--- src/design/tpwm_pkg.sv ---
// Constants and types shared by the 16-bit PWM timer.
// Operation
// - Fast PWM counts up until TOP.
// - Fast PWM clears counter after TOP.
// - Fast PWM overflow flag at TOP, TOP-register flag too.
// - Compare flag set on every counter match.
// - Fixed TOP masks compare bits on write.
// - Capture register TOP is unbuffered, may wrap.
// - Compare A buffered, loaded at TOP in fast.
// - Fast PWM: clear on match, set at TOP.
// - Waveform reaches pin only with direction bit.
// - Fast compare zero spikes; TOP gives constant.
// - Mode 15 channel A toggle on match.
// - Phase correct counts up and down.
// - Dual-slope holds TOP one timer clock.
// - Phase correct: overflow at BOTTOM, load at TOP.
// - Phase correct periods start and end at TOP.
// - Phase correct: clear up-match, set down-match.
// - Phase correct extremes give constant levels.
// - Mode 11 channel A toggles, 50% duty.
// - Modes 8 and 9 dual-slope, same polarity.
// - Compare above TOP never matches.
// - Frequency correct loads and overflows at BOTTOM.
package tpwm_pkg;

    localparam int          CNT_W       = 16;

    // ------------------------------------------------------------
    // Register offsets (byte addresses).
    // ------------------------------------------------------------
    localparam logic [7:0]  OFS_CTRL    = 8'h00;
    localparam logic [7:0]  OFS_CMPA    = 8'h04;
    localparam logic [7:0]  OFS_CMPB    = 8'h08;
    localparam logic [7:0]  OFS_CAPT    = 8'h0c;
    localparam logic [7:0]  OFS_COUNT   = 8'h10;
    localparam logic [7:0]  OFS_FLAGS   = 8'h14;

    // ------------------------------------------------------------
    // Field positions.
    // ------------------------------------------------------------
    localparam int          CTRL_MODE   = 0;
    localparam int          CTRL_OMA    = 4;
    localparam int          CTRL_OMB    = 6;
    localparam int          CTRL_DIRA   = 8;
    localparam int          CTRL_DIRB   = 9;
    localparam int          CTRL_W      = 10;
    localparam int          FLG_OVF     = 0;
    localparam int          FLG_CMPA    = 1;
    localparam int          FLG_CMPB    = 2;
    localparam int          FLG_CAPT    = 3;
    localparam int          FLG_W       = 4;

    // ------------------------------------------------------------
    // Counter values and bus codes.
    // ------------------------------------------------------------
    localparam logic [15:0] TOP_8BIT    = 16'h00ff;
    localparam logic [15:0] TOP_9BIT    = 16'h01ff;
    localparam logic [15:0] TOP_10BIT   = 16'h03ff;
    localparam logic [15:0] CNT_MAX     = 16'hffff;
    localparam logic [15:0] CNT_BOTTOM  = 16'h0000;
    localparam logic [1:0]  HRESP_OKAY  = 2'h0;

    typedef enum logic [3:0] {
        WM_PC8   = 4'h1, WM_PC9   = 4'h2, WM_PC10  = 4'h3,
        WM_FAST8 = 4'h5, WM_FAST9 = 4'h6, WM_FAST10 = 4'h7,
        WM_PFC_CAPT = 4'h8, WM_PFC_CMPA = 4'h9,
        WM_PC_CAPT  = 4'ha, WM_PC_CMPA  = 4'hb,
        WM_FAST_CAPT = 4'he, WM_FAST_CMPA = 4'hf
    } tpwm_wave_mode_t;

    typedef enum logic [1:0] {
        OM_OFF = 2'h0, OM_TOGGLE = 2'h1, OM_CLEAR = 2'h2, OM_SET = 2'h3
    } tpwm_out_mode_t;

endpackage

--- src/design/tpwm_timer.sv ---
// PWM waveform generator of a 16-bit timer with an AHB-Lite register port.
//
// Implementation choices: the register addresses and the AHB-Lite interface to the registers.
`timescale 1ns/100ps
module tpwm_timer #(
    parameter int COUNT_WIDTH = 16
) (
    input  wire logic        core_clk,
    input  wire logic        sys_rst,
    input  wire logic        hsel,
    input  wire logic [31:0] haddr,
    input  wire logic [1:0]  htrans,
    input  wire logic        hwrite,
    input  wire logic [2:0]  hsize,
    input  wire logic [31:0] hwdata,
    input  wire logic        hready,
    output logic             hreadyout,
    output logic [1:0]       hresp,
    output logic [31:0]      hrdata,
    input  wire logic        timerTick,
    output logic             chanAWaveOut,
    output logic             chanAPinOe,
    output logic             chanBWaveOut,
    output logic             chanBPinOe
);

    // ------------------------------------------------------------
    // Parameter check.
    // ------------------------------------------------------------
    if (COUNT_WIDTH != tpwm_pkg::CNT_W) begin : g_bad_width
        $error("COUNT_WIDTH must equal the 16-bit counter width");
    end

    typedef logic [COUNT_WIDTH-1:0] tpwm_cnt_t;

    // ------------------------------------------------------------
    // Functions.
    // ------------------------------------------------------------
    // Drops compare bits above the fixed resolution of the mode.
    function automatic tpwm_cnt_t maskCompare(input tpwm_cnt_t value, input logic [3:0] mode);
        tpwm_cnt_t m;
        m = tpwm_pkg::CNT_MAX;
        if (mode == tpwm_pkg::WM_PC8 || mode == tpwm_pkg::WM_FAST8) begin
            m = tpwm_pkg::TOP_8BIT;
        end else if (mode == tpwm_pkg::WM_PC9 || mode == tpwm_pkg::WM_FAST9) begin
            m = tpwm_pkg::TOP_9BIT;
        end else if (mode == tpwm_pkg::WM_PC10 || mode == tpwm_pkg::WM_FAST10) begin
            m = tpwm_pkg::TOP_10BIT;
        end
        return value & m;
    endfunction

    // Next level of one channel output for the current timer tick.
    function automatic logic nextWave(input logic cur, input logic [1:0] om, input logic match,
                                      input logic fast, input logic dual, input logic wrapTop,
                                      input logic downMatch, input logic toggleOk);
        logic w;
        w = cur;
        if (om == tpwm_pkg::OM_TOGGLE) begin
            if (toggleOk && match) begin
                w = ~cur;
            end
        end else if (om != tpwm_pkg::OM_OFF && fast) begin
            if (wrapTop) begin
                w = (om == tpwm_pkg::OM_CLEAR);
            end else if (match) begin
                w = (om == tpwm_pkg::OM_SET);
            end
        end else if (om != tpwm_pkg::OM_OFF && dual && match) begin
            w = downMatch ? (om == tpwm_pkg::OM_CLEAR) : (om == tpwm_pkg::OM_SET);
        end
        return w;
    endfunction

    // ------------------------------------------------------------
    // Registers.
    // ------------------------------------------------------------
    logic [3:0]              waveMode;
    logic [1:0]              chanAOutputMode;
    logic [1:0]              chanBOutputMode;
    logic                    pinDirA;
    logic                    pinDirB;
    tpwm_cnt_t               bufA;
    tpwm_cnt_t               bufB;
    tpwm_cnt_t               compareRegA;
    tpwm_cnt_t               compareRegB;
    tpwm_cnt_t               captureReg;
    tpwm_cnt_t               countValue;
    logic                    countDown;
    logic [tpwm_pkg::FLG_W-1:0] flags;
    logic                    wrPend;
    logic [7:0]              wrAddr;

    // ------------------------------------------------------------
    // Bus decode.
    // ------------------------------------------------------------
    wire        addrPhase = hsel & hready & htrans[1];
    wire        mappedLow = (haddr[31:8] == 24'h000000);
    wire [7:0]  rdAddr    = haddr[7:0];
    wire        wrCtrl    = wrPend & (wrAddr == tpwm_pkg::OFS_CTRL);
    wire        wrCmpA    = wrPend & (wrAddr == tpwm_pkg::OFS_CMPA);
    wire        wrCmpB    = wrPend & (wrAddr == tpwm_pkg::OFS_CMPB);
    wire        wrCapt    = wrPend & (wrAddr == tpwm_pkg::OFS_CAPT);
    wire        wrFlags   = wrPend & (wrAddr == tpwm_pkg::OFS_FLAGS);
    wire [31:0] ctrlWord  = {22'h000000, pinDirB, pinDirA, chanBOutputMode, chanAOutputMode, waveMode};
    wire [31:0] next_rdata =
        !mappedLow                          ? 32'h00000000 :
        (rdAddr == tpwm_pkg::OFS_CTRL)      ? ctrlWord :
        (rdAddr == tpwm_pkg::OFS_CMPA)      ? {16'h0000, bufA} :
        (rdAddr == tpwm_pkg::OFS_CMPB)      ? {16'h0000, bufB} :
        (rdAddr == tpwm_pkg::OFS_CAPT)      ? {16'h0000, captureReg} :
        (rdAddr == tpwm_pkg::OFS_COUNT)     ? {16'h0000, countValue} :
        (rdAddr == tpwm_pkg::OFS_FLAGS)     ? {28'h0000000, flags} : 32'h00000000;

    assign hreadyout = 1'b1;
    assign hresp     = tpwm_pkg::HRESP_OKAY;

    // ------------------------------------------------------------
    // Mode decode and TOP selection.
    // ------------------------------------------------------------
    wire isFast = (waveMode == tpwm_pkg::WM_FAST8) | (waveMode == tpwm_pkg::WM_FAST9) |
                  (waveMode == tpwm_pkg::WM_FAST10) | (waveMode == tpwm_pkg::WM_FAST_CAPT) |
                  (waveMode == tpwm_pkg::WM_FAST_CMPA);
    wire isPc   = (waveMode == tpwm_pkg::WM_PC8) | (waveMode == tpwm_pkg::WM_PC9) |
                  (waveMode == tpwm_pkg::WM_PC10) | (waveMode == tpwm_pkg::WM_PC_CAPT) |
                  (waveMode == tpwm_pkg::WM_PC_CMPA);
    wire isPfc  = (waveMode == tpwm_pkg::WM_PFC_CAPT) | (waveMode == tpwm_pkg::WM_PFC_CMPA);
    wire isDual = isPc | isPfc;
    wire topIsCapt = (waveMode == tpwm_pkg::WM_FAST_CAPT) | (waveMode == tpwm_pkg::WM_PC_CAPT) |
                     (waveMode == tpwm_pkg::WM_PFC_CAPT);
    wire topIsCmpA = (waveMode == tpwm_pkg::WM_FAST_CMPA) | (waveMode == tpwm_pkg::WM_PC_CMPA) |
                     (waveMode == tpwm_pkg::WM_PFC_CMPA);
    // The capture register feeds TOP directly, with no buffer.
    wire tpwm_cnt_t top =
        topIsCapt ? captureReg :
        topIsCmpA ? compareRegA :
        (waveMode == tpwm_pkg::WM_PC8 || waveMode == tpwm_pkg::WM_FAST8) ? tpwm_pkg::TOP_8BIT :
        (waveMode == tpwm_pkg::WM_PC9 || waveMode == tpwm_pkg::WM_FAST9) ? tpwm_pkg::TOP_9BIT :
        (waveMode == tpwm_pkg::WM_PC10 || waveMode == tpwm_pkg::WM_FAST10) ? tpwm_pkg::TOP_10BIT :
        tpwm_pkg::CNT_MAX;

    wire atTop    = (countValue == top);
    wire atBottom = (countValue == tpwm_pkg::CNT_BOTTOM);
    wire matchA   = (countValue == compareRegA);
    wire matchB   = (countValue == compareRegB);
    // Phase correct reloads at TOP so each period starts there; frequency correct at BOTTOM.
    wire updatePoint = isFast ? atTop : isPc ? atTop : isPfc ? atBottom : 1'b1;
    // Outside the PWM modes the active compares follow their buffers on every clock.
    wire loadActive  = updatePoint & (timerTick | ~(isFast | isDual));
    // A match at TOP counts as downcounting and one at BOTTOM as upcounting.
    wire downMatch   = atTop | (countValue != tpwm_pkg::CNT_BOTTOM && countDown);
    wire toggleOkA   = topIsCmpA;

    // ------------------------------------------------------------
    // Counter next state.
    // ------------------------------------------------------------
    wire tpwm_cnt_t countInc = countValue + 1'b1;
    wire tpwm_cnt_t countDec = countValue - 1'b1;
    // A TOP below the count is missed: the counter runs on and wraps at the 16-bit limit.
    wire tpwm_cnt_t next_count =
        !timerTick  ? countValue :
        isFast      ? (atTop ? tpwm_pkg::CNT_BOTTOM : countInc) :
        !isDual     ? countInc :
        countDown   ? (atBottom ? countInc : countDec) :
                      (atTop ? countDec : countInc);
    wire next_down =
        (!timerTick || !isDual) ? (countDown & isDual) :
        countDown ? ~atBottom : atTop;

    // ------------------------------------------------------------
    // Flag events; a set in the clearing cycle wins.
    // ------------------------------------------------------------
    // Outside the PWM modes the overflow comes as the count leaves its 16-bit maximum.
    wire ovfEvent  = timerTick & (isFast ? atTop : isDual ? atBottom :
                                  (countValue == tpwm_pkg::CNT_MAX));
    wire captEvent = timerTick & topIsCapt & atTop;
    wire [tpwm_pkg::FLG_W-1:0] setMask = {captEvent, timerTick & matchB,
                                          timerTick & matchA, ovfEvent};
    wire [tpwm_pkg::FLG_W-1:0] clrMask = wrFlags ? hwdata[tpwm_pkg::FLG_W-1:0] : '0;
    wire [tpwm_pkg::FLG_W-1:0] next_flags = (flags & ~clrMask) | setMask;

    // ------------------------------------------------------------
    // Output waveform next state.
    // ------------------------------------------------------------
    wire next_waveA = timerTick ? nextWave(chanAWaveOut, chanAOutputMode, matchA, isFast, isDual,
                                           atTop, downMatch, toggleOkA) : chanAWaveOut;
    wire next_waveB = timerTick ? nextWave(chanBWaveOut, chanBOutputMode, matchB, isFast, isDual,
                                           atTop, downMatch, 1'b0) : chanBWaveOut;
    // Toggle reaches channel A only when compare A sets TOP; channel B never toggles in PWM.
    wire connA = (chanAOutputMode != tpwm_pkg::OM_OFF) &
                 ((chanAOutputMode != tpwm_pkg::OM_TOGGLE) | toggleOkA | ~(isFast | isDual));
    wire connB = (chanBOutputMode != tpwm_pkg::OM_OFF) &
                 ((chanBOutputMode != tpwm_pkg::OM_TOGGLE) | ~(isFast | isDual));

    assign chanAPinOe = connA & pinDirA;
    assign chanBPinOe = connB & pinDirB;

    // ------------------------------------------------------------
    // Bus registers.
    // ------------------------------------------------------------
    // Writes land at the end of the data phase, when hwdata is valid.
    // Read data is captured at the address phase and held until the next read.
    always_ff @(posedge core_clk or posedge sys_rst) begin
        if (sys_rst) begin
            wrPend <= 1'b0;
            wrAddr <= 8'h00;
            hrdata <= 32'h00000000;
        end else begin
            wrPend <= addrPhase & hwrite & mappedLow;
            wrAddr <= rdAddr;
            if (addrPhase && !hwrite) begin
                hrdata <= next_rdata;
            end
        end
    end

    always_ff @(posedge core_clk or posedge sys_rst) begin
        if (sys_rst) begin
            waveMode        <= 4'h0;
            chanAOutputMode <= 2'h0;
            chanBOutputMode <= 2'h0;
            pinDirA         <= 1'b0;
            pinDirB         <= 1'b0;
        end else if (wrCtrl) begin
            waveMode        <= hwdata[tpwm_pkg::CTRL_MODE +: 4];
            chanAOutputMode <= hwdata[tpwm_pkg::CTRL_OMA +: 2];
            chanBOutputMode <= hwdata[tpwm_pkg::CTRL_OMB +: 2];
            pinDirA         <= hwdata[tpwm_pkg::CTRL_DIRA];
            pinDirB         <= hwdata[tpwm_pkg::CTRL_DIRB];
        end
    end

    always_ff @(posedge core_clk or posedge sys_rst) begin
        if (sys_rst) begin
            bufA       <= '0;
            bufB       <= '0;
            captureReg <= '0;
        end else begin
            if (wrCmpA) begin
                bufA <= maskCompare(hwdata[COUNT_WIDTH-1:0], waveMode);
            end
            if (wrCmpB) begin
                bufB <= maskCompare(hwdata[COUNT_WIDTH-1:0], waveMode);
            end
            if (wrCapt) begin
                captureReg <= hwdata[COUNT_WIDTH-1:0];
            end
        end
    end

    // ------------------------------------------------------------
    // Timer core.
    // ------------------------------------------------------------
    // Every timer action is evaluated on the count seen before the edge,
    // so flags and outputs follow the tick edge directly.
    always_ff @(posedge core_clk or posedge sys_rst) begin
        if (sys_rst) begin
            compareRegA  <= '0;
            compareRegB  <= '0;
            countValue   <= '0;
            countDown    <= 1'b0;
            flags        <= '0;
            chanAWaveOut <= 1'b0;
            chanBWaveOut <= 1'b0;
        end else begin
            if (loadActive) begin
                compareRegA <= bufA;
                compareRegB <= bufB;
            end
            countValue   <= next_count;
            countDown    <= next_down;
            flags        <= next_flags;
            chanAWaveOut <= next_waveA;
            chanBWaveOut <= next_waveB;
        end
    end
endmodule

--- config.mk ---
export PLATFORM = sky130hd
export DESIGN_NAME = tpwm_timer
export DESIGN_NICKNAME = d
export VERILOG_FILES = /design/src/design/tpwm_pkg.sv /design/src/design/tpwm_timer.sv
export SDC_FILE = /design/constraint.sdc
export NUM_CORES = 1
export LEC_CHECK = 0
export ABC_AREA = 1
export BUFFER_PORTS_ARGS = -buffer_cell sky130_fd_sc_hd__buf_2
export CORE_ASPECT_RATIO = 0.6
export CORE_MARGIN = 2
export CORE_UTILIZATION = 40
export CTS_BUF_LIST = sky130_fd_sc_hd__clkbuf_4 sky130_fd_sc_hd__clkbuf_8
export CTS_CLUSTER_DIAMETER = 60
export CTS_CLUSTER_SIZE = 40
export DETAILED_ROUTE_END_ITERATION = 10
export SYNTH_ARGS = -nofsm -noshare
export SYNTH_HDL_FRONTEND = slang
export SYNTH_SLANG_ARGS = --single-unit
export TNS_END_PERCENT = 30
--- constraint.sdc ---
create_clock -name core_clk -period 4.6 [get_ports core_clk]
set_input_delay 0.46 -clock core_clk [delete_from_list [all_inputs] [get_ports core_clk]]
set_output_delay 0.46 -clock core_clk [all_outputs]
set_load 0.01 [all_outputs]
# After elaboration in Yosys (flattened, before gate mapping)
# Cells that the tools add are included.
# W data, S select, Z words.
# totals
ff_bits	154
in_bits	75
out_inout_bits	39
elab_cells	172
# classes
n_addsub	2
n_eq_ne	36
muxes	40
bitwise	49
n_reduce_logical	27
# op_table
op	n
$mux W16	19
$eq A16 B16 Y1	3
$and A16 B16 Y16	2
$eq A8 B4 Y1 const B	4
$eq A4 B4 Y1 const B	6
$eq A8 B5 Y1 const B	3
$logic_not A24 Y1	1
$and A1 B1 Y1	20
$or A1 B1 Y1	20
$mux W1	19
$add A16 B1 Y16 const B	1
$eq A16 B16 Y1 const B	1
$eq A8 B3 Y1 const B	2
$logic_not A16 Y1	1
$logic_not A8 Y1	2
$reduce_bool A16 Y1	1
$sub A16 B1 Y16 const B	1
$eq A4 B3 Y1 const B	3
$logic_and A1 B1 Y1	9
$eq A2 B2 Y1 const B	4
$eq A4 B2 Y1 const B	2
$mux W4	2
$reduce_and A4 Y1	2
$ne A2 B1 Y1 const B	3
12 further kinds	23

# Logic depth before layout (Yosys ltp)
# logic_depth
depth_word	13
mapped_depth	20
mapped_depth_nobuf	18

# Least setup slack after synthesis
# Ideal clock, no wire load.
# synth_timing
kind	register to register
start	register countValue[0]
end	register countValue[14]
setup_ns	0.118
arrival_ns	2.107
slack_ns	2.375
stages_incl_launch_ff	15
path_buffers	1
synth_period_minus_slack_ns	2.225
cell_sequence	dfrtp_1 -> clkbuf_1 -> inv_1 -> ha_1 -> nand4_1 -> nor2_1 -> nand2_1 -> nor2_1 -> nand2_1 -> o21ai_1 -> inv_1 -> nand2_2 -> o21ai_0 -> nor2_1 -> nor2_1
# synth_via
elab_chain_cells	5
word_cells_on_any_way	10
# synth_rtl
item	line	rtl
start, declared	tpwm_timer.sv:88	tpwm_cnt_t countValue;
start signal, assigned	tpwm_timer.sv:270	countValue <= next_count;
$add A16 B1 Y16 (tied with other cells)	tpwm_timer.sv:157	wire tpwm_cnt_t countInc = countValue + 1'b1;
$mux W16 (on tied branches)	tpwm_timer.sv:165, tpwm_timer.sv:164	
$mux W16	tpwm_timer.sv:164	countDown ? (atBottom ? countInc : countDec) :
$mux W16	tpwm_timer.sv:163	!isDual ? countInc :
$mux W16 (*)	tpwm_timer.sv:162	isFast ? (atTop ? tpwm_pkg::CNT_BOTTOM : countInc) :
# Every way passes the cells marked *; elsewhere a longest branch is shown, timed or not.
# A chain may end at the register's enable or synchronous reset.

# Worst setup path after layout
# layout_timing
start	register waveMode[1]
end	register compareRegB[3]
# layout_via
elab_chain_cells	11
word_cells_on_any_way	42
# layout_rtl
item	line	rtl
start, declared	tpwm_timer.sv:78	logic [3:0] waveMode;
start signal, assigned	tpwm_timer.sv:225	waveMode <= hwdata[tpwm_pkg::CTRL_MODE +: 4];
$eq A4 B2 Y1 or $eq A4 B3 Y1 (tied branches)	tpwm_timer.sv:125, tpwm_timer.sv:139, tpwm_timer.sv:122	
$logic_or A1 B1 Y1	tpwm_timer.sv:139	(waveMode == tpwm_pkg::WM_PC10 || waveMode == tpwm_pkg::WM_FAST10) ? tpwm_pkg::TOP_10BIT :
$mux W16	tpwm_timer.sv:139	
$mux W16	tpwm_timer.sv:138	(waveMode == tpwm_pkg::WM_PC9 || waveMode == tpwm_pkg::WM_FAST9) ? tpwm_pkg::TOP_9BIT :
$mux W16	tpwm_timer.sv:137	(waveMode == tpwm_pkg::WM_PC8 || waveMode == tpwm_pkg::WM_FAST8) ? tpwm_pkg::TOP_8BIT :
$mux W16	tpwm_timer.sv:136	topIsCmpA ? compareRegA :
$mux W16	tpwm_timer.sv:135	topIsCapt ? captureReg :
$eq A16 B16 Y1	tpwm_timer.sv:142	wire atTop = (countValue == top);
$mux W1 (2 in a row)	tpwm_timer.sv:147	wire updatePoint = isFast ? atTop : isPc ? atTop : isPfc ? atBottom : 1'b1;
$and A1 B1 Y1 (*)	tpwm_timer.sv:149	wire loadActive = updatePoint & (timerTick | ~(isFast | isDual));
end signal, assigned	tpwm_timer.sv:268	compareRegB <= bufB;
end, declared	tpwm_timer.sv:86	tpwm_cnt_t compareRegB;
# Marked as above.

==> impl_metrics.env <==
export IMPL_status="completed"
export IMPL_io_buffers=74
export IMPL_dieHeight_microns=117
export IMPL_p_leak_nw=4.84
export IMPL_hold_viol=0
export IMPL_avgSynthCellArea_sq_um=7.07
export IMPL_gp_congestion=0.948
export IMPL_clockBufferDepth=2
export IMPL_timing_rr_end="compareRegB[3]"
export IMPL_slowest_stage="o22ai_4"
export IMPL_dieArea_sq_um=22600
export IMPL_ios=114
export IMPL_first_global_vias=7479
export IMPL_cp_start_kind="register"
export IMPL_grt_antenna_before_repair=0
export IMPL_post_cts_buffers=0
export IMPL_fill_cells=2203
export IMPL_synth_top_family_by_area="simple AND/OR/NAND/NOR gates"
export IMPL_syn_inst=1211
export IMPL_worst_path_max_fanout=35
export IMPL_slew_headroom_pct=43.5
export IMPL_dr_wl_met3_mm=2.82
export IMPL_power_per_cell_area_nw_per_um2=327
export IMPL_stdcell_area_sq_um=9380
export IMPL_vias=8129
export IMPL_die_w_microns=193
export IMPL_cts_root_buf="clkbuf_8"
export IMPL_drt_met1_wl_mm=13.2
export IMPL_synth_xor_area_share_pct=4.71
export IMPL_synthMuxAreaShare_pct=0.263
export IMPL_period_share_pct=71.9
export IMPL_clock_sinks=138
export IMPL_rows=41
export IMPL_synth_fa_ha_area_share_pct=0.292
export IMPL_cts_resized=0
export IMPL_cts_hold_buf=0
export IMPL_finClkSkew_ps=16.8
export IMPL_wl_met2_mm=10.3
export IMPL_syn_to_final_growth_pct=9.64
export IMPL_synth_cell_types=44
export IMPL_htreeDepth=4
export IMPL_finalCriticalPeriod_ps=3310
export IMPL_dpl_cell_area_sq_um=9020
export IMPL_drtIter0Drc=815
export IMPL_synth_compound_area_share_pct=14.5
export IMPL_regToRegStartpoint="waveMode[1]"
export IMPL_worst_setup_path_type="reg -> reg"
export IMPL_synth_seq_area_share_pct=40.4
export IMPL_clk_pin_slew_worst_paths_ps=90
export IMPL_dp_hpwl_mm=20.0
export IMPL_core_area_sq_um=21000
export IMPL_path_common_cell="nand2_1"
export IMPL_setup_tns_ps=0
export IMPL_num_nets_final=1332
export IMPL_initial_core_util_pct=40.8
export IMPL_drc_errors=0
export IMPL_cts_tree="yes"
export IMPL_crit_path_end_kind="register"
export IMPL_synth_seq_cells=138
export IMPL_synth_area_sq_um=8560
export IMPL_grt_usage_pct=24.6
export IMPL_grt_pass1_wl_mm=42.1
export IMPL_hp_class="in -> async"
export IMPL_setup_viol=0
export IMPL_antenna_cells=0
export IMPL_maxCapViolCount=0
export IMPL_numCtsBuffers=17
export IMPL_wl_per_cell_microns=17.2
export IMPL_cp_required_ps=4980
export IMPL_ff2ff_setup_slack_ps=1290
export IMPL_vias_per_cell=5.26
export IMPL_rsz0062_at_grt="no"
export IMPL_drive_gt1_share_pct=10.6
export IMPL_ant_nets=0
export IMPL_drt_pass1_iter_count=5
export IMPL_drt_wl_total_mm=26.5
export IMPL_ir_drop_mv=0.177
export IMPL_yosys_warnings=0
export IMPL_fmax_mhz=302
export IMPL_grt_max_degree=70
export IMPL_hold_worst_slack_ps=62.1
export IMPL_dr_max_layer_used="met4"
export IMPL_grt_remaining_overflow=0
export IMPL_worstMarginPinSlew_ps=847
export IMPL_reg2regPathDepth=17
export IMPL_crit_path_cell_trace="inv_2 > nand2_4 > nand2_1 > nand2_1 > nand2_1 > nand2_1 > nand2_1 > nand2_1 > nor2_1 > nand2_1 > nor2_1 > nand2_1 > nor2_1 > o22ai_4 > buf_4 > nand2_1 > o21ai_1"
export IMPL_synth_simple_area_share_pct=28.8
export IMPL_cpPeakStageDelay_ps=630
export IMPL_clkLatencyLatePin_ps=460
export IMPL_drv_slew=0
export IMPL_cp_arrival_ps=3690
## state kept, by name, indices dropped and copies added (netlist names)
| register | count |
|---|---|
| bufA | 16 |
| bufB | 16 |
| captureReg | 16 |
| compareRegA | 16 |
| compareRegB | 16 |
| countValue | 16 |
| hrdata | 16 |
| wrAddr | 8 |
| flags | 4 |
| waveMode | 4 |
| chanAOutputMode | 2 |
| chanBOutputMode | 2 |
| chanAWaveOut | 1 |
| chanBWaveOut | 1 |
| countDown | 1 |
| pinDirA | 1 |
| pinDirB | 1 |
| wrPend | 1 |
## cell usage after synthesis, drive strengths merged
cell type	n	share of area (%)
o221ai	3	0.31
o31ai	3	0.26
xnor2	23	2.4
nand4	21	1.5
and3	1	0.073
nor3	15	0.88
inv	140	6.1
dfrtp	138	40
o2111ai	1	0.10
o21ai	153	8.9
clkinv	5	0.22
conb	2	0.088
and3b	1	0.10
buf	38	3.1
and2	4	0.29
nor3b	1	0.088
mux2	2	0.26
or2	4	0.29
a221oi	2	0.20
a21oi	35	2.0
nand2	319	14
clkbuf	35	1.5
a2111oi	1	0.10
a22oi	4	0.35
o211ai	8	0.70
nor4	7	0.51
ha	2	0.29
a31oi	4	0.29
o22ai	8	0.66
nand3b	8	0.70
a211oi	6	0.53
xor2	23	2.4
nor2	105	4.9
nand3	89	5.2
## routing by layer
metal | GRT usage, % | vias to the layer above
li1 | - | 3976
met1 | 37.6 | 3820
met2 | 34.3 | 316
met3 | 7.42 | 17
met4 | 4.27 | 0
met5 | 0 | -
## how the worst max path moves through the flow
stage                start             end  slack (ps)
2_1_floorplan      sys_rst         bufA[0]         440
3_5_place_dp   waveMode[1]  compareRegA[5]        1360
6_report       waveMode[1]  compareRegB[3]        1290
3_3_place_gp   waveMode[1]  compareRegA[4]        1410
4_1_cts        waveMode[1]  compareRegB[3]        1340
5_1_grt        waveMode[1]  compareRegB[8]         900
## layout make-up
cell class,count,area [sq um],share of cell area [%]
multi-input cells,872,4240,45.2
flip-flops and latches,138,3450,36.8
inverters,145,549,5.85
repair buffers,81,423,4.51
well taps,279,349,3.72
clock buffers,18,241,2.57
clock inverters,13,123,1.31
## layout by cell type (no fill, tap or decap), drive strengths merged, types with 23 or more instances in the layout
cell type and n:
nand3 89, nand2 319, xnor2 23, inv 143
xor2 23, a21oi 35, nor2 105, buf 81
o21ai 153, dfrtp 138
## report_power, final
part           internal, mW  switching (mW)
sequential             1.26           0.146
combinational         0.241           0.455
clock                 0.436           0.535
total                  1.93            1.14
## worst max-delay path, delay by kind of cell, from the launching register on
kind	cells	cell delay [ps]
flops	1	480
compound gates	2	720
buf+inv	2	560
simple gates	13	1450
## cells by family (layout without fill, tap and decap cells)
logic type | count (synthesis) | count (layout)
and+or+nand+nor | 575 | 575
AOI/OAI and AO/OA | 228 | 228
buffers and inverters | 218 | 257
DFF | 138 | 138
xor gates and xnor gates | 46 | 46
adders and majority gates | 2 | 2
other | 2 | 19
muxes | 2 | 2
## per-stage QoR
stage	instances	power, mW	setup WS [ps]	utilization, %
after floorplan	1228	1.91	444	-
after global placement	1515	2.09	1410	43.0
after detailed placement	1515	2.10	1360	43.0
after CTS	1546	3.06	1340	44.7
after global routing	1546	3.22	896	44.7
final	1546	3.07	1290	44.7
Power figures use the tool's default switching activity.
